File: src/epled_pkg.sv
package epled_pkg;

    // Register word addresses on the plain register port.
    localparam logic [4:0] ADDR_MODE_CTL   = 5'h10;
    localparam logic [4:0] ADDR_BEHAV_CTL  = 5'h11;
    localparam logic [4:0] ADDR_SIMPLE_CTL = 5'h1b;
    localparam logic [4:0] ADDR_MISC_CTL   = 5'h1e;
    localparam logic [4:0] ADDR_STATUS     = 5'h1f;

    // Behaviour register fields.
    localparam int BEHAV_COMBINE_LSB = 0;
    localparam int BEHAV_METHOD_BIT  = 4;
    localparam int BEHAV_STRETCH_LSB = 5;
    localparam int BEHAV_RATE_LSB    = 9;
    localparam int BEHAV_PULSING_BIT = 11;
    localparam int BEHAV_STRAP_LSB   = 12;

    // Simple method register fields: two bits per pin, then a rate field.
    localparam int SIMPLE_RATE_LSB = 8;
    localparam logic [1:0] SIMPLE_NORMAL = 2'h0;
    localparam logic [1:0] SIMPLE_OFF    = 2'h1;
    localparam logic [1:0] SIMPLE_ON     = 2'h2;
    localparam logic [1:0] SIMPLE_ACT    = 2'h3;

    localparam int MISC_TX_ONLY_BIT = 14;

    // Reset values.
    localparam logic [15:0] MODE_CTL_RESET   = 16'h8210;
    localparam logic [15:0] BEHAV_CTL_RESET  = 16'h000f;
    localparam logic [15:0] SIMPLE_CTL_RESET = 16'h0000;
    localparam logic [15:0] MISC_CTL_RESET   = 16'h0000;

    // Display mode codes.
    localparam logic [3:0] MODE_LINK_ACT    = 4'h0;
    localparam logic [3:0] MODE_L1000_ACT   = 4'h1;
    localparam logic [3:0] MODE_L100_ACT    = 4'h2;
    localparam logic [3:0] MODE_L10_ACT     = 4'h3;
    localparam logic [3:0] MODE_L100_1000   = 4'h4;
    localparam logic [3:0] MODE_L10_1000    = 4'h5;
    localparam logic [3:0] MODE_L10_100     = 4'h6;
    localparam logic [3:0] MODE_DUPLEX_COLL = 4'h8;
    localparam logic [3:0] MODE_COLLISION   = 4'h9;
    localparam logic [3:0] MODE_ACTIVITY    = 4'ha;
    localparam logic [3:0] MODE_ANEG_FAULT  = 4'hc;
    localparam logic [3:0] MODE_FORCE_OFF   = 4'he;
    localparam logic [3:0] MODE_FORCE_ON    = 4'hf;

    // Link speed codes on the speed input.
    localparam logic [1:0] SPEED_10   = 2'h0;
    localparam logic [1:0] SPEED_100  = 2'h1;
    localparam logic [1:0] SPEED_1000 = 2'h2;

    // Timing.
    localparam int CLK_HZ             = 40000000;
    localparam int MS_TICK_CYCLES     = CLK_HZ / 1000;
    localparam int BLINK_FAST_HZ      = 20;
    localparam int BLINK_HALF_MS      = 1000 / (2 * BLINK_FAST_HZ);
    localparam int STRETCH_SHORT_MS   = 50;
    localparam int PULSING_HZ         = 5000;
    localparam int PULSING_DUTY_PCT   = 20;
    localparam int PULSING_CYCLES     = CLK_HZ / PULSING_HZ;

    typedef enum logic [1:0] {
        STR_IDLE = 2'b00,
        STR_ON   = 2'b01,
        STR_OFF  = 2'b10
    } epled_str_e;

endpackage

File: src/epled_driver.sv
`timescale 1ns/1ps
module epled_driver
    import epled_pkg::*;
#(
    parameter int LED_COUNT      = 4,
    parameter int MS_CYCLES      = MS_TICK_CYCLES,
    parameter int PULSING_PERIOD = PULSING_CYCLES
) (
    input  wire logic                   clk_sys,
    input  wire logic                   reset,
    input  wire logic [4:0]             reg_addr,
    input  wire logic [15:0]            reg_wdata,
    input  wire logic                   reg_write,
    input  wire logic                   reg_read,
    output      logic [15:0]            reg_rdata,
    input  wire logic                   link_up,
    input  wire logic [1:0]             link_speed,
    input  wire logic                   full_duplex,
    input  wire logic                   tx_activity,
    input  wire logic                   rx_activity,
    input  wire logic                   collision,
    input  wire logic                   aneg_fault,
    input  wire logic [4*LED_COUNT-1:0] config_strap_pins,
    output      logic [LED_COUNT-1:0]   led_n
);

    ////////////////////////////////////////////////////////////////////////////////
    localparam int MS_W    = $clog2(MS_CYCLES + 1);
    localparam int PULSE_W = $clog2(PULSING_PERIOD + 1);
    localparam logic [PULSE_W-1:0] PULSE_ON_CYC =
        PULSE_W'(PULSING_PERIOD * PULSING_DUTY_PCT / 100);
    localparam logic [8:0] BLINK_HALF = 9'(BLINK_HALF_MS);
    localparam logic [8:0] STR_BASE   = 9'(STRETCH_SHORT_MS);

    // Default pin functions under the simple method.
    localparam logic [15:0] SIMPLE_MODES = {MODE_DUPLEX_COLL, MODE_L100_ACT,
                                            MODE_L1000_ACT, MODE_LINK_ACT};

    generate
        if (LED_COUNT < 1 || LED_COUNT > 4) begin : g_bad_count
            $error("LED_COUNT must be 1 to 4");
        end
        if (MS_CYCLES < 1 || PULSING_PERIOD < 5) begin : g_bad_timing
            $error("timing counts too small");
        end
    endgenerate

    typedef struct packed {
        logic                              strap_taken;
        logic [15:0]                       strap_modes;
        logic [15:0]                       mode_ctl;
        logic [15:0]                       behav_ctl;
        logic [15:0]                       simple_ctl;
        logic [15:0]                       misc_ctl;
        logic [15:0]                       rd_data;
        logic [MS_W-1:0]                   ms_cnt;
        logic [8:0]                        blink_cnt;
        logic                              blink_phase;
        logic [PULSE_W-1:0]                pulse_cnt;
        logic [LED_COUNT-1:0][8:0]         str_cnt;
        epled_str_e [LED_COUNT-1:0]        str_ph;
        logic [LED_COUNT-1:0]              led_n;
    } epled_state_s;

    epled_state_s state;
    epled_state_s next_state;

    ////////////////////////////////////////////////////////////////////////////////
    always_comb begin
        logic        ms_tick;
        logic        enhanced;
        logic        tx_only;
        logic [1:0]  rate;
        logic [8:0]  blink_half;
        logic [8:0]  str_len;
        logic [2:0]  speed_hot;
        logic        activity;
        logic [3:0]  mode;
        logic        combine;
        logic        use_stretch;
        logic        steady;
        logic        event_hit;
        logic        ev_mode;
        logic        ind;
        logic        pulse_gate;
        logic [1:0]  simple_sel;
        ms_tick     = 1'b0;
        enhanced    = 1'b0;
        tx_only     = 1'b0;
        rate        = 2'h0;
        blink_half  = 9'h0;
        str_len     = 9'h0;
        speed_hot   = 3'h0;
        activity    = 1'b0;
        mode        = 4'h0;
        combine     = 1'b0;
        use_stretch = 1'b0;
        steady      = 1'b0;
        event_hit   = 1'b0;
        ev_mode     = 1'b0;
        ind         = 1'b0;
        pulse_gate  = 1'b1;
        simple_sel  = 2'h0;
        next_state  = state;

        // Straps are caught once, in the first cycle after reset is released.
        if (!state.strap_taken) begin
            next_state.strap_taken = 1'b1;
            next_state.strap_modes = 16'h0;
            next_state.strap_modes[4*LED_COUNT-1:0] = config_strap_pins;
        end

        // Register port. Unmapped reads return zero.
        if (reg_write) begin
            case (reg_addr)
                ADDR_MODE_CTL:   next_state.mode_ctl   = reg_wdata;
                ADDR_BEHAV_CTL:  next_state.behav_ctl  = reg_wdata;
                ADDR_SIMPLE_CTL: next_state.simple_ctl = reg_wdata;
                ADDR_MISC_CTL:   next_state.misc_ctl   = reg_wdata;
                default:         ;
            endcase
        end
        next_state.rd_data = 16'h0;
        if (reg_read) begin
            case (reg_addr)
                ADDR_MODE_CTL:   next_state.rd_data = state.mode_ctl;
                ADDR_BEHAV_CTL:  next_state.rd_data = state.behav_ctl;
                ADDR_SIMPLE_CTL: next_state.rd_data = state.simple_ctl;
                ADDR_MISC_CTL:   next_state.rd_data = state.misc_ctl;
                ADDR_STATUS: begin
                    next_state.rd_data[LED_COUNT-1:0] = ~state.led_n;
                    next_state.rd_data[4] = state.behav_ctl[BEHAV_METHOD_BIT];
                    next_state.rd_data[5] = state.blink_phase;
                end
                default:         next_state.rd_data = 16'h0;
            endcase
        end

        // Millisecond prescaler, independent of link speed.
        if (state.ms_cnt == '0) begin
            ms_tick = 1'b1;
            next_state.ms_cnt = MS_W'(MS_CYCLES - 1);
        end else begin
            next_state.ms_cnt = state.ms_cnt - 1'b1;
        end

        if (state.pulse_cnt >= PULSE_W'(PULSING_PERIOD - 1)) begin
            next_state.pulse_cnt = '0;
        end else begin
            next_state.pulse_cnt = state.pulse_cnt + 1'b1;
        end

        enhanced = state.behav_ctl[BEHAV_METHOD_BIT];
        tx_only  = state.misc_ctl[MISC_TX_ONLY_BIT];
        if (enhanced) begin
            rate = state.behav_ctl[BEHAV_RATE_LSB +: 2];
        end else begin
            rate = state.simple_ctl[SIMPLE_RATE_LSB +: 2];
        end
        // Rate code 0 is the fastest blink and the shortest stretch.
        blink_half = BLINK_HALF << rate;
        str_len    = STR_BASE << rate;

        if (ms_tick) begin
            if (state.blink_cnt >= blink_half - 9'h1) begin
                next_state.blink_cnt   = 9'h0;
                next_state.blink_phase = ~state.blink_phase;
            end else begin
                next_state.blink_cnt = state.blink_cnt + 9'h1;
            end
        end

        speed_hot[0] = link_up && (link_speed == SPEED_10);
        speed_hot[1] = link_up && (link_speed == SPEED_100);
        speed_hot[2] = link_up && (link_speed == SPEED_1000);
        activity = tx_activity || rx_activity;

        for (int i = 0; i < LED_COUNT; i++) begin
            if (enhanced) begin
                if (state.behav_ctl[BEHAV_STRAP_LSB + i]) begin
                    mode = state.strap_modes[4*i +: 4];
                end else begin
                    mode = state.mode_ctl[4*i +: 4];
                end
                combine     = state.behav_ctl[BEHAV_COMBINE_LSB + i];
                use_stretch = state.behav_ctl[BEHAV_STRETCH_LSB + i];
                pulse_gate  = !state.behav_ctl[BEHAV_PULSING_BIT] ||
                              (state.pulse_cnt < PULSE_ON_CYC);
            end else begin
                simple_sel = state.simple_ctl[2*i +: 2];
                case (simple_sel)
                    SIMPLE_OFF: mode = MODE_FORCE_OFF;
                    SIMPLE_ON:  mode = MODE_FORCE_ON;
                    SIMPLE_ACT: mode = MODE_ACTIVITY;
                    default:    mode = SIMPLE_MODES[4*i +: 4];
                endcase
                combine     = 1'b1;
                use_stretch = 1'b0;
                pulse_gate  = 1'b1;
            end

            case (mode)
                MODE_LINK_ACT: steady = |speed_hot;
                MODE_L1000_ACT: steady = speed_hot[2];
                MODE_L100_ACT: steady = speed_hot[1];
                MODE_L10_ACT: steady = speed_hot[0];
                MODE_L100_1000: steady = speed_hot[1] || speed_hot[2];
                MODE_L10_1000: steady = speed_hot[0] || speed_hot[2];
                MODE_L10_100: steady = speed_hot[0] || speed_hot[1];
                MODE_DUPLEX_COLL: steady = link_up && full_duplex;
                MODE_ANEG_FAULT: steady = aneg_fault;
                MODE_FORCE_ON: steady = 1'b1;
                default: steady = 1'b0;
            endcase

            case (mode)
                MODE_LINK_ACT, MODE_L1000_ACT, MODE_L100_ACT, MODE_L10_ACT,
                MODE_L100_1000, MODE_L10_1000, MODE_L10_100:
                    event_hit = combine && steady && activity;
                MODE_DUPLEX_COLL:
                    event_hit = combine && link_up && !full_duplex && collision;
                MODE_COLLISION: event_hit = collision;
                MODE_ACTIVITY: event_hit = tx_only ? tx_activity : activity;
                default: event_hit = 1'b0;
            endcase

            // Stretch runs a full on period and then a full off period, so short
            // bursts stay visible and a busy link still shows gaps.
            case (state.str_ph[i])
                STR_IDLE: begin
                    if (use_stretch && event_hit) begin
                        next_state.str_ph[i]  = STR_ON;
                        next_state.str_cnt[i] = str_len;
                    end
                end
                STR_ON: begin
                    if (ms_tick) begin
                        if (state.str_cnt[i] == 9'h0) begin
                            next_state.str_ph[i]  = STR_OFF;
                            next_state.str_cnt[i] = str_len;
                        end else begin
                            next_state.str_cnt[i] = state.str_cnt[i] - 9'h1;
                        end
                    end
                end
                STR_OFF: begin
                    if (ms_tick) begin
                        if (state.str_cnt[i] == 9'h0) begin
                            next_state.str_ph[i] = STR_IDLE;
                        end else begin
                            next_state.str_cnt[i] = state.str_cnt[i] - 9'h1;
                        end
                    end
                end
                default: next_state.str_ph[i] = STR_IDLE;
            endcase

            // Blinking or stretching flips the steady level, so a lit link
            // LED blinks off and a dark activity LED blinks on.
            // Only modes with a secondary event may be flipped, so a stretch left
            // running by an earlier mode cannot darken a forced or fault LED.
            ev_mode = (mode <= MODE_L10_100) ||
                      (mode >= MODE_DUPLEX_COLL && mode <= MODE_ACTIVITY);
            if (use_stretch) begin
                ind = steady ^ (ev_mode && state.str_ph[i] == STR_ON);
            end else begin
                ind = steady ^ (event_hit && state.blink_phase);
            end
            next_state.led_n[i] = ~(ind && pulse_gate);
        end
    end

    ////////////////////////////////////////////////////////////////////////////////
    always_ff @(posedge clk_sys or posedge reset) begin
        if (reset) begin
            state.strap_taken <= 1'b0;
            state.strap_modes <= 16'h0;
            state.mode_ctl    <= MODE_CTL_RESET;
            state.behav_ctl   <= BEHAV_CTL_RESET;
            state.simple_ctl  <= SIMPLE_CTL_RESET;
            state.misc_ctl    <= MISC_CTL_RESET;
            state.rd_data     <= 16'h0;
            state.ms_cnt      <= '0;
            state.blink_cnt   <= 9'h0;
            state.blink_phase <= 1'b0;
            state.pulse_cnt   <= '0;
            state.str_cnt     <= '0;
            state.str_ph      <= {LED_COUNT{STR_IDLE}};
            state.led_n       <= '1;
        end else begin
            state <= next_state;
        end
    end

    assign reg_rdata = state.rd_data;
    assign led_n     = state.led_n;

endmodule // epled_driver

File: config.mk
export PLATFORM = sky130hd
export DESIGN_NAME = epled_driver
export DESIGN_NICKNAME = d
export VERILOG_FILES = /design/src/epled_pkg.sv /design/src/epled_driver.sv
export SDC_FILE = /design/constraint.sdc
export NUM_CORES = 1
export LEC_CHECK = 0
export BUFFER_PORTS_ARGS = -buffer_cell sky130_fd_sc_hd__buf_2
export CAP_MARGIN = 15
export CORE_ASPECT_RATIO = 0.8
export CORE_MARGIN = 5
export CORE_UTILIZATION = 60
export CTS_BUF_LIST = sky130_fd_sc_hd__clkbuf_8
export DETAILED_ROUTE_END_ITERATION = 7
export HOLD_SLACK_MARGIN = 0.06
export PLACE_DENSITY = 0.88
export SYNTH_ARGS = -nofsm -noshare
export SYNTH_HDL_FRONTEND = slang
export SYNTH_SLANG_ARGS = --single-unit
File: constraint.sdc
create_clock -name clk_sys -period 7.25 [get_ports clk_sys]
set_input_delay 0.725 -clock clk_sys [delete_from_list [all_inputs] [get_ports clk_sys]]
set_output_delay 0.725 -clock clk_sys [all_outputs]
set_load 0.02 [all_outputs]
==> Yosys cells after proc, flatten, opt, wreduce, memory -nomap -nowiden <==
Index checks and enable logic that the tools add are counted.
{ "classes": {"shifts": 2, "muxes": 90, "bitwise_logic": 14, "magnitude_cmp": 15, "addsub": 8, "n_eq_ne": 95, "reduce_logical": 91} }
{ "ops": {"columns": ["operator", "n"], "rows": [
  ["$mux 9", 21],
  ["$pmux 9 s3", 4],
  ["$eq 4x4->1 const B", 20],
  ["$eq 4x3->1 const B", 12],
  ["$ne 2x2->1 const B", 24],
  ["$sub 9x1->9 const B", 5],
  ["$logic_and 1x1->1", 44],
  ["$mux 2", 21],
  ["$pmux 1 s10", 4],
  ["$pmux 10 s4", 1],
  ["$reduce_and 5->1", 8],
  ["$logic_not 9->1", 4],
  ["$pmux 4 s3", 3],
  ["$eq 4x2->1 const B", 8],
  ["$mux 16", 2],
  ["$mux 4", 8],
  ["$pmux 6 s5", 1],
  ["$reduce_or 7->1", 4],
  ["$eq 2x2->1 const B", 13],
  ["$eq 5x5->1 const B", 5],
  ["$pmux 2 s3", 4],
  ["$eq 2x1->1 const B", 9],
  ["$eq 4x1->1 const B", 4],
  ["$ge 4x4->1 const B", 4],
  ["25 further kinds", 82]
]} }
{ "word_totals": {"out_inout_bits": 20, "wordCells": 335, "register_bits": 184} }

==> Depth between registers and ports, before layout <==
Gate-level depths: netlist of run 1.
{ "logic_depth": {"depth_word": 13, "ltp_mapped": 17, "depth_no_buf": 13} }

==> Worst setup path after synthesis of run 1 <==
No wires, ideal clock.
{ "synth_timing": {"path_type": "reg-to-reg", "start": "register state[139] (netlist name)", "end": "register state[61] (netlist name)", "setup_ns": 0.137, "path_buffers": 4, "path_stages_with_launch": 18, "arrival_time_ns": 3.452, "period_less_slack_ns": 3.589, "required_ns": 7.113, "slack_ns": 3.661, "cell_sequence": "dfrtp_1 buf_6 buf_2 buf_2 buf_2 mux2_2 inv_1 ha_1 inv_1 ha_1 nand2b_1 a21o_1 a21o_1 a21oi_1 o21ai_0 a21oi_1 nor2_1 xor2_1"} }
{ "synth_via": {"elab_chain_len": 5} }
{ "synth_rtl": {"columns": ["element", "line_no", "text"], "rows": [
  ["from (decl)", "epled_driver.sv:65", "epled_state_s state;"],
  ["from (signal assigned)", "epled_driver.sv:291", "state <= next_state;"],
  ["$mux 2", "epled_driver.sv:155", "if (enhanced) begin"],
  ["$shl 5x2->9", "epled_driver.sv:161", "blink_half = BLINK_HALF << rate;"],
  ["$sub 9x1->9", "epled_driver.sv:165", "if (state.blink_cnt >= blink_half - 9'h1) begin"],
  ["$ge 9x9->1", "epled_driver.sv:165", null],
  ["$reduce_and 2->1 (no line)", null, null]
]} }
Every way passes these cells.
A chain may end at the register's enable or synchronous reset.

==> Worst setup path in the final report of run 1 <==
Same ends and word-level chain as after synthesis.

==> results of run 1 <==
## where the power goes
group | total [mW] | leakage [nW] | switching, mW | internal [mW]
Combinational | 1.24 | 2.77 | 0.730 | 0.514
Sequential | 1.38 | 2.28 | 0.187 | 1.20
Clock | 0.755 | 0.222 | 0.451 | 0.304
Total | 3.38 | 5.27 | 1.37 | 2.01
## state kept, by name (all words and copies together), names as in the netlist
name       count
led_n          4
state        164
reg_rdata     16
## cell families (layout without fill, tap and decap cells)
group,after synthesis,count (layout),synth area share [%]
DFF,184,184,41.50
muxes,123,123,12.29
adders and majority gates,47,47,5.284
AOI/OAI and AO/OA,297,297,18.63
buffers and inverters,121,163,5.419
xor gates and xnor gates,28,28,2.204
other,1,2,0.03370
and+or+nand+nor,324,324,14.64
## stage by stage
step / power (mW) / setup WS, ns / utilization (%) / std cells / instance area [um^2]
6_report: 3.383 / 3.646 / 65.54 / 1398 / 11910
5_1_grt: 3.589 / 3.406 / 65.54 / 1398 / 11910
4_1_cts: 3.360 / 3.683 / 65.39 / 1397 / 11880
2_1_floorplan: 2.320 / 1.543 / - / 1126 / 11130
3_3_place_gp: 2.553 / 3.846 / 62.91 / 1365 / 11430
3_5_place_dp: 2.602 / 3.698 / 62.91 / 1365 / 11430
## synth_stat cells (12+ instances only)
cell type | number | area [um^2]
dfrtp_1 | 173 | 4329
mux2_2 | 102 | 1149
nor2_1 | 93 | 349.1
nand2_1 | 85 | 319.1
a21oi_1 | 64 | 320.3
inv_1 | 56 | 210.2
o21ai_0 | 55 | 275.3
ha_1 | 47 | 588.1
nor3_1 | 29 | 145.1
buf_4 | 26 | 195.2
clkbuf_1 | 22 | 82.58
mux2i_1 | 18 | 180.2
a21o_1 | 16 | 120.1
a22o_1 | 16 | 140.1
xor2_1 | 16 | 140.1
nand3_1 | 15 | 75.07
nor2b_1 | 13 | 81.33
or3_1 | 13 | 81.33
nor4_1 | 12 | 75.07
o21ai_1 | 12 | 60.06
xnor2_1 | 12 | 105.1
## layout make-up
type | instances | area [um^2]
Clock buffer | 17 | 234.0
Tap cell | 230 | 287.8
Inverter | 56 | 215.2
Multi-Input combinational cell | 821 | 5922
Timing Repair Buffer | 75 | 412.9
Fill cell | 1345 | 6261
Clock inverter | 15 | 215.2
Sequential cell | 184 | 4619
## path summary, 6_finish.rpt
path	start	end	depth (start not counted)
worst max-delay path	state[139]$_DFFE_PP0P_	state[61]$_DFFE_PP0P_	13
min in group clk_sys	config_strap_pins[5]	state[172]$_DFFE_PP0N_	2
max in group asynchronous	reset	state[135]$_DFFE_PP1P_	4
worst min register to register	state[83]$_DFF_PP0_	state[83]$_DFF_PP0_	1
worst min-delay path	reset	state[180]$_DFFE_PP0N_	2
worst max register to register	state[139]$_DFFE_PP0P_	state[61]$_DFFE_PP0P_	13
## routing by layer
metal	vias up	part of all wire, %
li1	4167	-
met5	-	0.072
met3	53	9.7
met4	2	1.8
met1	4497	43
met2	515	46
## worst register-to-register path, cell delays in order (launching register included)
cell and delay [ns]:
dfrtp_2 0.56, mux2_2 0.51, inv_1 0.32, ha_1 0.27
inv_1 0.11, ha_1 0.27, nand2b_1 0.14, a21o_1 0.17
a21o_1 0.17, a21oi_1 0.12, o21ai_0 0.08, a21oi_1 0.39
nor2_1 0.20, xor2_1 0.18
==> results summary, run 1 <==
For this run, the leading register cell type out of synthesis is dfrtp_1. The power density relative to cell area is 284.1 nW/um^2. The maximum single-stage delay on the critical path came out at 0.56 ns. The highest achievable clock rate came out at 0.2775 GHz. In the global route stage, overall resource usage came out at 26.23%. The worst setup path is captured at a flip-flop.

The post-route worst hold slack is 0.4023 ns. The number of sinks driven by the clock tree came out at 184. STA classifies the critical path startpoint as a flip-flop. The slowest stage of the critical path is the dfrtp_2 cell. Measured along the x axis, the die boundary spans 162.3 um. The count of endpoints failing setup in the final report is 0. The region available for standard cell placement spans 18,170 um^2.

The cell family contributing the most delay on the critical path is compound AO/OA/AOI/OAI gates. The root cell of the clock tree is clkbuf_8. The routed layout has 9,234 vias.

The number of DRC violations after detailed-routing iteration 0 came out at 1,188. The maximum number of pins on one net before global-route repair is 105. Summed over all nets, the half-perimeter wirelength after detailed placement is 19.58 mm. The global-route wire length before repair came out at 45.72 mm.

The relative max-transition margin is 26.32%. The share of async-settable or async-resettable flops after synthesis came out at 100.0%. Input and output buffers added on the ports amount to 68. The critical path goes through mux2_2 > inv_1 > ha_1 > inv_1 > ha_1 > nand2b_1 > a21o_1 > a21o_1 > a21oi_1 > o21ai_0 > a21oi_1 > nor2_1 > xor2_1. The clock insertion delay at the later pin of the skew report is 0.48 ns. After synthesis, flip-flops and latches occupy 41.50% of the total area. Across all register-to-register paths, the minimum setup slack is 3.65 ns. The initial utilization of the core area, before any placement, comes to 61.25%. The count of nets left with antenna violations after detail routing came out at 0. The initial antenna violation count is 1. Summed over all cells, the static leakage comes to 5.271 nW.

The number of synthesized register bits is 184. The peak fanout along the critical path came out at 17. The count of final max-slew check failures came out at 0. The post-CTS repair timing setup buffer count is 0. The fraction of layout instances using a drive strength above 1 is 22.00%. The top cell types in the final layout, fill and taps aside, are 172 x dfrtp_1, 102 x mux2_2, 93 x nor2_1. For this run, the detailed router's first-pass iteration total came to 6. The max-cap violation count is 0. A synthesized cell averages 9.892 um^2. The cell area that synthesis handed to floorplanning was 11,130 um^2.

The tightest min-delay check is of the in2async type. The layout overhead on the synthesized area is 6.993%. The via density per instance came out at 6.605. The via count of the first global-routing pass came to 8,848. The data arrival time at the worst-slack endpoint came out at 3.96 ns. TritonCTS built the clock tree. The die outline area is 21,390 um^2.

The post-detailed-route wirelength per cell came out at 19.81 um. The transition time at the pin with the least slew margin came out at 1.100 ns. The H-tree level count came out at 4. The layer flagged by global routing as most heavily used is met2.

The maximum clock path buffer count is 2. Setup repair after global routing left no endpoint under its margin. For this run, design rule violations remaining after detail routing come to 0.

The final hold violation count is 0. The minimum clock period is 3.604 ns. The critical path contains buffers and inverters numbering 2 combined. The count of flip-flops with a built-in enable after synthesis is 0. In this run the core area contains 44 standard-cell rows. 69 I/O pins were placed. The hold-fix buffer count after cts is 0. The met3 global-route usage is 6.096%. The aggregate negative setup slack came out at 0 ns. The number of resized instances in the post-cts repair step came out at 0. The met1 usage is 38.31%. The setup skew after layout is 0.02426 ns. The count of different cell masters after synthesis came out at 90.

The most frequent standard cell in the layout excluding fill and tap cells is dfrtp_1. The clock slew seen by the registers of the worst setup and hold paths came out at 0.12 ns. The largest vdd supply drop is 0.1714 mV.

The vertical extent of the die is 131.8 um. The final critical path takes up 49.71% of the cycle. The repair_antennas step left the layout with diodes totalling 0. The final routed wirelength across all metal layers came out at 27.69 mm. The critical path is of the reg2reg type. The number of buffers created by CTS is 17. The total grt overflow came out at 0. Routability-driven placement finished with a final weighted congestion of 0.9327. The met2 layer usage reported by global route came out at 39.29%. Synthesis produced 1,125 cells. The total of warnings raised by yosys is 0.

The data required time of the worst path came out at 7.61 ns. The run finished with clean final reports. The count of nets after finishing is 1,251.
Note: power is estimated with default switching activity, not from simulation.
==> inputs of run 2 (changes only) <==
--- a/config.mk
+++ b/config.mk
@@ -9,7 +9,7 @@
 export CAP_MARGIN = 15
 export CORE_ASPECT_RATIO = 0.8
 export CORE_MARGIN = 5
-export CORE_UTILIZATION = 60
+export CORE_UTILIZATION = 57
 export CTS_BUF_LIST = sky130_fd_sc_hd__clkbuf_8
 export DETAILED_ROUTE_END_ITERATION = 7
 export HOLD_SLACK_MARGIN = 0.06
==> constraint.sdc (replaced) <==
create_clock -name clk_sys -period 3.2 [get_ports clk_sys]
set_input_delay 0.32 -clock clk_sys [delete_from_list [all_inputs] [get_ports clk_sys]]
set_output_delay 0.32 -clock clk_sys [all_outputs]
set_load 0.02 [all_outputs]
==> run 2 against run 1 <==
Total power rose by 130%. Fmax increased by 20%. First-iteration DRC count shrank 11%. Critical path depth is 1 higher. Core utilization decreased by 0.89 points. Critical path type unchanged. Critical endpoint unchanged. Largest cell class unchanged. Highest routed layer is now met4.
==> results summary, run 2 (same netlist as run 1, synthesis figures left out) <==
The number of sinks driven by the clock tree came out at 184 (unchanged). The total internal power was 4.634 mW (was 2.015 mW). The kind of capture point of the worst setup path is a flip-flop (unchanged). The clock slew seen by the registers of the worst setup and hold paths came out at 0.12 ns (about the same). The count of vias placed by the detailed router is 9,120 (was 9,234).

The final instance area came out at 12,340 um^2 (was 11,910 um^2). The transition time at the pin with the least slew margin is 1.039 ns (was 1.100 ns). The net switching power came out at 3.119 mW (was 1.368 mW). The maximum clock path buffer count came out at 2 (unchanged). The count of nets left with antenna violations after detail routing is 0 (unchanged). The classification of the worst-slack hold path was in2reg (was in2async). The I/O pin count is 69 (unchanged). The number of buffers inserted by port buffering was 68 (unchanged). The register area came out at 4619 um^2 (unchanged).

The DRC violation count after routing came to 0 (unchanged). The via density per instance was 6.204 (was 6.605). The iteration count of the initial detailed-routing pass came out at 7 (was 6). The critical path buffer and inverter count came to 3 (was 2). The core area came out at 19,090 um^2 (was 18,170 um^2).

The start-to-end type of the worst setup path is reg2reg (unchanged). The relative max-transition margin is 30.41% (was 26.32%). The number of DRC violations after detailed-routing iteration 0 is 1,055 (was 1,188). The vertical extent of the die is 135.0 um (was 131.8 um). The cell class contributing the biggest share of worst-path delay is compound AO/OA/AOI/OAI gates (unchanged). The count of nets after finishing was 1,294 (was 1,251). Most frequent cells in the layout: 172 x dfrtp_1, 101 x mux2_2, 92 x nor2_1 (was 172 x dfrtp_1, 102 x mux2_2, 93 x nor2_1). The max-cap violation count is 0 (unchanged). The data required time of the worst path was 3.55 ns (was 7.61 ns). The setup skew after layout came out at 0.01872 ns (was 0.02426 ns). The number of buffers created by CTS is 17 (unchanged). The number of non-filler instances in the completed layout came out at 1,470 (was 1,398). The peak fanout along the critical path came out at 38 (was 17). The global-route wire length before repair is 46.64 mm (was 45.72 mm). The fill cell instance count of the final layout is 1,447 (was 1,345). The clock insertion delay at the later pin of the skew report is 0.49 ns (was 0.48 ns).

By instance count, the cell type seen most on the critical path is a21o_1. The part of the cycle the worst path needs is 93.79% (was 49.71%). The total grt overflow is 0 (unchanged). The count of endpoints failing setup in the final report is 0 (unchanged). The kind of start point of the critical path is a flip-flop (unchanged). The final routed wirelength across all metal layers is 28.28 mm (was 27.69 mm). The multi-input logic area is 5944 um^2 (was 5922 um^2). The power density relative to cell area was 628.3 nW/um^2 (was 284.1 nW/um^2).

The fraction of power consumed by the clock network came to 21.2% (was 22.3%). The root cell of the clock tree is clkbuf_8 (unchanged). The number of cell rows is 45 (was 44). The clock tree from TritonCTS was built (unchanged). The post-detailed-route wirelength per cell was 19.24 um (was 19.81 um). The fraction of layout instances using a drive strength above 1 is 23.78% (was 22.00%). The slowest library cell on the worst path was dfrtp_2 (unchanged).

The H-tree level count is 4 (unchanged). Result of the run: finished, final reports clean (unchanged). The instance area after placement is 11,710 um^2 (was 11,430 um^2). The cell total after placement is 1,416 (was 1,365). The leakage power of the design was 5.468 nW (was 5.271 nW). The combinational share of power came out at 38.9% (was 36.8%). The maximum number of pins on one net before global-route repair came out at 53 (was 105). The initial antenna violation count came out at 0 (was 1). The minimum clock period is 3.001 ns (was 3.604 ns).

Worst-path cell chain: buf_12 > mux2i_1 > buf_4 > ha_4 > inv_1 > ha_1 > nand2b_1 > a21o_1 > a21o_1 > a21oi_1 > o21ai_1 > a21oi_2 > nor2_2 > xor2_1 (was mux2_2 > inv_1 > ha_1 > inv_1 > ha_1 > nand2b_1 > a21o_1 > a21o_1 > a21oi_1 > o21ai_0 > a21oi_1 > nor2_1 > xor2_1). The highest achievable clock rate came out at 0.3332 GHz (was 0.2775 GHz). The post-detailed-placement half-perimeter wirelength was 20.26 mm (was 19.58 mm). The share of total power consumed by net switching came out at 40.23% (was 40.44%). The placer congestion estimate is 0.9532 (was 0.9327). The register with the most flip-flops is state (unchanged). The layout overhead on the synthesized area is 10.88% (was 6.993%). The die outline area was 22,430 um^2 (was 21,390 um^2). The aggregate negative setup slack came out at 0 ns (unchanged).

The maximum single-stage delay on the critical path was 0.44 ns (was 0.56 ns). The post-route worst hold slack is 0.09069 ns (was 0.4023 ns). RSZ-0062 raised after global routing: no (unchanged). The data arrival time at the worst-slack endpoint came out at 3.35 ns (was 3.96 ns). The global routing usage summed across all routing layers came out at 25.26% (was 26.23%). The largest vdd supply drop came out at 0.3104 mV (was 0.1714 mV). The final hold violation count came out at 0 (unchanged). The overall power of the completed layout came out at 7.753 mW (was 3.383 mW). The flip-flop count of the largest register, all copies and words added was 164 (unchanged). The most frequent standard cell in the layout excluding fill and tap cells is dfrtp_1 (unchanged). The width of the chip came out at 166.2 um (was 162.3 um). The number of resized instances in the post-cts repair step is 0 (unchanged). The via count of the first global-routing pass came out at 9,010 (was 8,848).

The count of final max-slew check failures is 0 (unchanged). The starting density of the core came to 58.30% (was 61.25%). The proportion of power drawn by flip-flops and latches came out at 39.9% (was 40.9%).
[run 2: worst paths after layout]
kind	from	endpoint	slack [ns]	cells past startpoint
worst max-delay path	state[139]$_DFFE_PP0P_	state[61]$_DFFE_PP0P_	0.20	14
worst min-delay path	config_strap_pins[1]	state[168]$_DFFE_PP0N_	0.09	2
worst max register to register	state[139]$_DFFE_PP0P_	state[61]$_DFFE_PP0P_	0.20	14
worst min register to register	state[71]$_DFF_PP0_	state[71]$_DFF_PP0_	0.48	1
max in group asynchronous	reset	led_n[0]$_DFF_PP1_	1.84	4
min in group asynchronous	reset	state[133]$_DFFE_PP0P_	0.55	3
[run 2: timing repair]
item / CTS / global route
setup buffers: 0 / 5
endpoints found under the setup margin: 0 / 6
hold buffers: 16 / 0
endpoints found under the hold margin: 49 / 0
[run 2: per-layer routing]
| metal | GRT usage, % | wire [um] | share of wire [%] |
|---|---|---|---|
| met1 | 36.13 | 12630 | 45 |
| met2 | 39.05 | 12660 | 45 |
| met3 | 6.555 | 2602 | 9.2 |
| met4 | 5.770 | 384 | 1.4 |
| met5 | 0 | 0 | 0 |
[run 2: layout make-up]
type | count | area share, %
antenna | 1 | 0.02028
inverter | 56 | 1.754
sequential | 184 | 37.44
clock inverter | 15 | 1.572
multi-input combinational | 821 | 48.17
tap | 258 | 2.616
timing repair buffer | 118 | 6.530
clock buffer | 17 | 1.896
[run 2: power by group through the flow]
stage	Sequential, mW	Clock [mW]	Combinational [mW]
after global routing	3.13	1.77	3.33
after detailed placement	3.11	0	2.85
after floorplan	2.96	0	2.31
final	3.09	1.64	3.02
after global placement	3.09	0	2.77
after CTS	3.07	1.67	2.89
[run 2: metrics by stage]
step	utilization (%)	setup WS (ns)
2_1_floorplan	-	0.02929
3_3_place_gp	61.36	0.3413
3_5_place_dp	61.36	0.2326
4_1_cts	64.44	0.2071
5_1_grt	64.63	0.03030
6_report	64.65	0.1988
==> inputs of run 3 (changes only) <==
--- a/config.mk
+++ b/config.mk
@@ -5,6 +5,7 @@
 export SDC_FILE = /design/constraint.sdc
 export NUM_CORES = 1
 export LEC_CHECK = 0
+export ABC_AREA = 1
 export BUFFER_PORTS_ARGS = -buffer_cell sky130_fd_sc_hd__buf_2
 export CAP_MARGIN = 15
 export CORE_ASPECT_RATIO = 0.8
@@ -13,7 +14,7 @@
 export CTS_BUF_LIST = sky130_fd_sc_hd__clkbuf_8
 export DETAILED_ROUTE_END_ITERATION = 7
 export HOLD_SLACK_MARGIN = 0.06
-export PLACE_DENSITY = 0.88
+export PLACE_DENSITY = 0.77
 export SYNTH_ARGS = -nofsm -noshare
 export SYNTH_HDL_FRONTEND = slang
 export SYNTH_SLANG_ARGS = --single-unit
==> run 3 against run 2 <==
Clock skew decreased by 0.0034 ns. Wire length increased by 0.31%. Global-route usage increased by 0.26 points. Non-clock buffer count decreased by 26. Area after synthesis increased by 0.43%. Combinational power increased by 28%. Sequential power increased by 4%. Clock power decreased by 8%. Die area increased by 0.40%. Register-to-register slack improved by 0.09 ns. Sequential cell count unchanged. Critical endpoint is now state[21]$_DFFE_PP0P_.
==> results summary, run 3 <==
The portion of netlist area occupied by mux cells came out at 1.108% (was 12.29%). The most frequent cell after synthesis is nand2_1 (was dfrtp_1). The most frequent standard cell in the layout excluding fill and tap cells was nand2_1 (was dfrtp_1). The placer congestion estimate is 0.9689 (was 0.9532). The max-cap violation count is 0 (unchanged). The core area is 19,140 um^2 (was 19,090 um^2).

The per-instance average area after synthesis was 7.628 um^2 (was 9.892 um^2). The clock tree from TritonCTS is built (unchanged). The share of synthesized cell area in full adder, half adder and majority cells came out at 5.262% (was 5.284%).

The count of different cell masters after synthesis is 55 (was 90). The vertical extent of the die is 135.2 um (was 135.0 um). The wire length on met1 is 13.88 mm (was 12.63 mm).

The minimum clock period is 2.913 ns (was 3.001 ns). The end point of the worst hold path was state[171]$_DFFE_PP0N_ (was state[168]$_DFFE_PP0N_). The transition time at the pin with the least slew margin came out at 0.9917 ns (was 1.039 ns).

The largest family of logic cells by synthesized area is simple AND/OR/NAND/NOR gates (was compound AO/OA/AOI/OAI gates). RSZ-0062 raised after global routing: no (unchanged). The leakage power of the design came out at 6.150 nW (was 5.468 nW). Result of the run: finished, final reports clean (unchanged). The fraction of the mapped netlist area in simple logic gates came out at 27.66% (was 14.64%). The count of nets after finishing is 1,614 (was 1,294). The startpoint of the lowest-slack hold path was config_strap_pins[4] (was config_strap_pins[1]).

The start-to-end type of the worst setup path was reg2reg (unchanged). The layout overhead on the synthesized area is 8.240% (was 10.88%). The count of mapped cells out of synthesis was 1,465 (was 1,125). The width of the chip came out at 166.6 um (was 166.2 um). The reg-to-reg critical path endpoint was state[21]$_DFFE_PP0P_ (was state[61]$_DFFE_PP0P_). The number of cell rows is 45 (unchanged).

The total grt overflow came out at 0 (unchanged). The number of DRC violations after detailed-routing iteration 0 was 1,044 (was 1,055). The post-route worst hold slack came out at 0.08339 ns (was 0.09069 ns). The total of warnings raised by yosys is 0 (unchanged). The register with the most flip-flops is state (unchanged). The count of endpoints failing setup in the final report came out at 0 (unchanged). The initial antenna violation count came out at 0 (unchanged). The number of buffers inserted by port buffering is 68 (unchanged).

The flip-flop count of the largest register, all copies and words added came out at 164 (unchanged). The worst setup slack after layout was 0.2867 ns (was 0.1988 ns). The parity-gate share of the synthesized area counting xor and xnor cells came out at 2.586% (was 2.204%).

The kind of capture point of the worst setup path is a flip-flop (unchanged). The post-detailed-placement half-perimeter wirelength is 20.94 mm (was 20.26 mm). The root cell of the clock tree is clkbuf_8 (unchanged).

The iteration count of the initial detailed-routing pass came out at 6 (was 7). The data required time of the worst path is 3.57 ns (was 3.55 ns). The fraction of layout instances using a drive strength above 1 is 12.28% (was 23.78%).

The post-synthesis instance area is 11,180 um^2 (was 11,130 um^2). The data arrival time at the worst-slack endpoint was 3.28 ns (was 3.35 ns). The power density relative to cell area came out at 710.7 nW/um^2 (was 628.3 nW/um^2). The highest metal layer with signal wires is met4 (unchanged).

The post-detailed-route wirelength per cell is 15.86 um (was 19.24 um). Most frequent cells in the layout: 373 x nand2_1, 178 x inv_1, 172 x dfrtp_1 (was 172 x dfrtp_1, 101 x mux2_2, 92 x nor2_1). The global-route wire length before repair is 46.81 mm (was 46.64 mm).

The number of diodes added for antenna fixing came out at 0 (was 1). The via count of the first global-routing pass came to 9,239 (was 9,010). The final instance area came out at 12,100 um^2 (was 12,340 um^2). The cell type with the largest total area after synthesis is dfrtp_1 (unchanged). The utilization after layout is 63.19% (was 64.65%). The instance area after placement came out at 11,640 um^2 (was 11,710 um^2).

The post-placement worst setup slack is 0.3268 ns (was 0.2326 ns). The main flop type after synthesis was dfrtp_1 (unchanged). The worst setup slack for register-to-register paths came out at 0.29 ns (was 0.20 ns). The share of async-settable or async-resettable flops after synthesis is 100.0% (unchanged). The number of buffers created by CTS is 17 (unchanged). The H-tree level count is 4 (unchanged). The count of final max-slew check failures is 0 (unchanged). The largest vdd supply drop came out at 0.3088 mV (was 0.3104 mV). The peak fanout along the critical path is 45 (was 38).

The maximum clock path buffer count came to 2 (unchanged). The via density per instance came out at 5.599 (was 6.204). The starting density of the core is 58.38% (was 58.30%). The routed length on met3 came out at 2.450 mm (was 2.602 mm). Leading cell types by count after synthesis: 373 x nand2_1, 177 x inv_1, 173 x dfrtp_1 (was 173 x dfrtp_1, 102 x mux2_2, 93 x nor2_1). The final routed wirelength across all metal layers is 28.37 mm (was 28.28 mm). The met2 wirelength from detailed routing came out at 11.58 mm (was 12.66 mm). The relative max-transition margin came out at 33.73% (was 30.41%). The fraction of the mapped netlist area in compound gates was 12.54% (was 18.63%). The number of synthesized register bits came out at 184 (unchanged). The depth of the worst register-to-register path is 15 (was 14). The final hold violation count was 0 (unchanged). The global routing usage summed across all routing layers is 25.52% (was 25.26%). The maximum number of pins on one net before global-route repair is 92 (was 53). The clock insertion delay at the later pin of the skew report came out at 0.48 ns (was 0.49 ns).

The kind of start point of the critical path is a flip-flop (unchanged). The die outline area is 22,520 um^2 (was 22,430 um^2). The DRC violation count after routing came out at 0 (unchanged). The I/O pin count came to 69 (unchanged). The setup skew after layout is 0.01527 ns (was 0.01872 ns). The share of Yosys cell area claimed by the top area cell type came to 38.74% (was 38.90%).

The count of nets left with antenna violations after detail routing is 0 (unchanged). The classification of the worst-slack hold path is in2reg (unchanged). The number of sinks driven by the clock tree came out at 184 (unchanged). The part of the cycle the worst path needs is 91.04% (was 93.79%). The instance count along the most critical hold path is 2 (unchanged). The count of flip-flops with a built-in enable after synthesis was 0 (unchanged). The portion of the post-synthesis area used by sequential elements is 41.32% (was 41.50%). The aggregate negative setup slack was 0 ns (unchanged).

The clock slew seen by the registers of the worst setup and hold paths came out at 0.09 ns (was 0.12 ns). Leading post-synthesis cells by cell area: dfrtp_1 39%, nand2_1 13%, inv_1 5.9%, ha_1 5.3%, o21ai_0 4.7% (was dfrtp_1 39%, mux2_2 10%, ha_1 5.3%, nor2_1 3.1%, a21oi_1 2.9%). The highest achievable clock rate came out at 0.3433 GHz (was 0.3332 GHz). The origin of the critical flop-to-flop path is state[139]$_DFFE_PP0P_ (unchanged). The count of vias placed by the detailed router is 10,020 (was 9,120). The post-CTS repair timing setup buffer count is 0 (unchanged).
run 3: final cells by class:
type / count / area (um^2)
Multi-Input combinational cell: 1034 / 5502
Clock inverter: 13 / 112.6
Clock buffer: 19 / 261.5
Sequential cell: 184 / 4619
Tap cell: 258 / 322.8
Timing Repair Buffer: 92 / 565.5
Fill cell: 1693 / 7047
Inverter: 189 / 713.2
run 3: stage by stage:
step	std cells	total power, mW
after floorplan	1466	6.141
after global placement	1749	6.898
after detailed placement	1749	6.998
after CTS	1788	8.546
after global routing	1789	9.253
final	1789	8.597
run 3: report_power, final:
part / total [mW] / switching [mW] / internal [mW]
clock: 1.51 / 0.908 / 0.603
sequential: 3.21 / 0.424 / 2.78
combinational: 3.88 / 2.55 / 1.33
run 3: worst max path at each step:
stage | startpoint | to | slack [ns] | depth (start not counted)
after floorplan | state[139]$_DFFE_PP0P_ | state[68]$_DFFE_PP0P_ | 0.45 | 19
after global placement | state[139]$_DFFE_PP0P_ | state[68]$_DFFE_PP0P_ | 0.46 | 15
after detailed placement | state[139]$_DFFE_PP0P_ | state[68]$_DFFE_PP0P_ | 0.33 | 16
after CTS | state[139]$_DFFE_PP0P_ | state[68]$_DFFE_PP0P_ | 0.24 | 16
after global routing | state[139]$_DFFE_PP0P_ | state[21]$_DFFE_PP0P_ | 0.02 | 15
final | state[139]$_DFFE_PP0P_ | state[21]$_DFFE_PP0P_ | 0.29 | 15
run 3: critical path, stage by stage, from the launching register on:
cell	delay [ns]
dfrtp_2	0.41
buf_4	0.44
or2_1	0.37
nand2_2	0.14
nor2_1	0.19
nand4_1	0.11
nand2_1	0.09
nor2_1	0.04
nand2_1	0.09
nand2_1	0.07
nand2_1	0.09
nand2_1	0.07
nand2_2	0.21
nand3_2	0.24
nand2_1	0.16
nand2_1	0.06
run 3: cell families (layout without fill, tap and decap cells):
family,Yosys count,after routing
AND/OR/NAND/NOR,711,711
buffers and inverters,248,313
AO/OA/AOI/OAI,230,230
flip-flops,184,184
adder cells (fa/ha/maj),47,47
XOR/XNOR,33,33
multiplexers,11,11
other,1,2
run 3: per-layer routing:
layer,track usage (%),vias to the layer above
met3,5.747,44
met2,36.25,367
met5,0,-
met4,6.951,0
met1,39.20,4704
li1,-,4901
run 3: repair_timing:
| action | in CTS | in global routing |
|---|---|---|
| hold endpoints to repair | 27 | 1 |
| endpoints found under the setup margin | 0 | 7 |
| resized for setup | 0 | 1 |
| hold buffers | 7 | 1 |
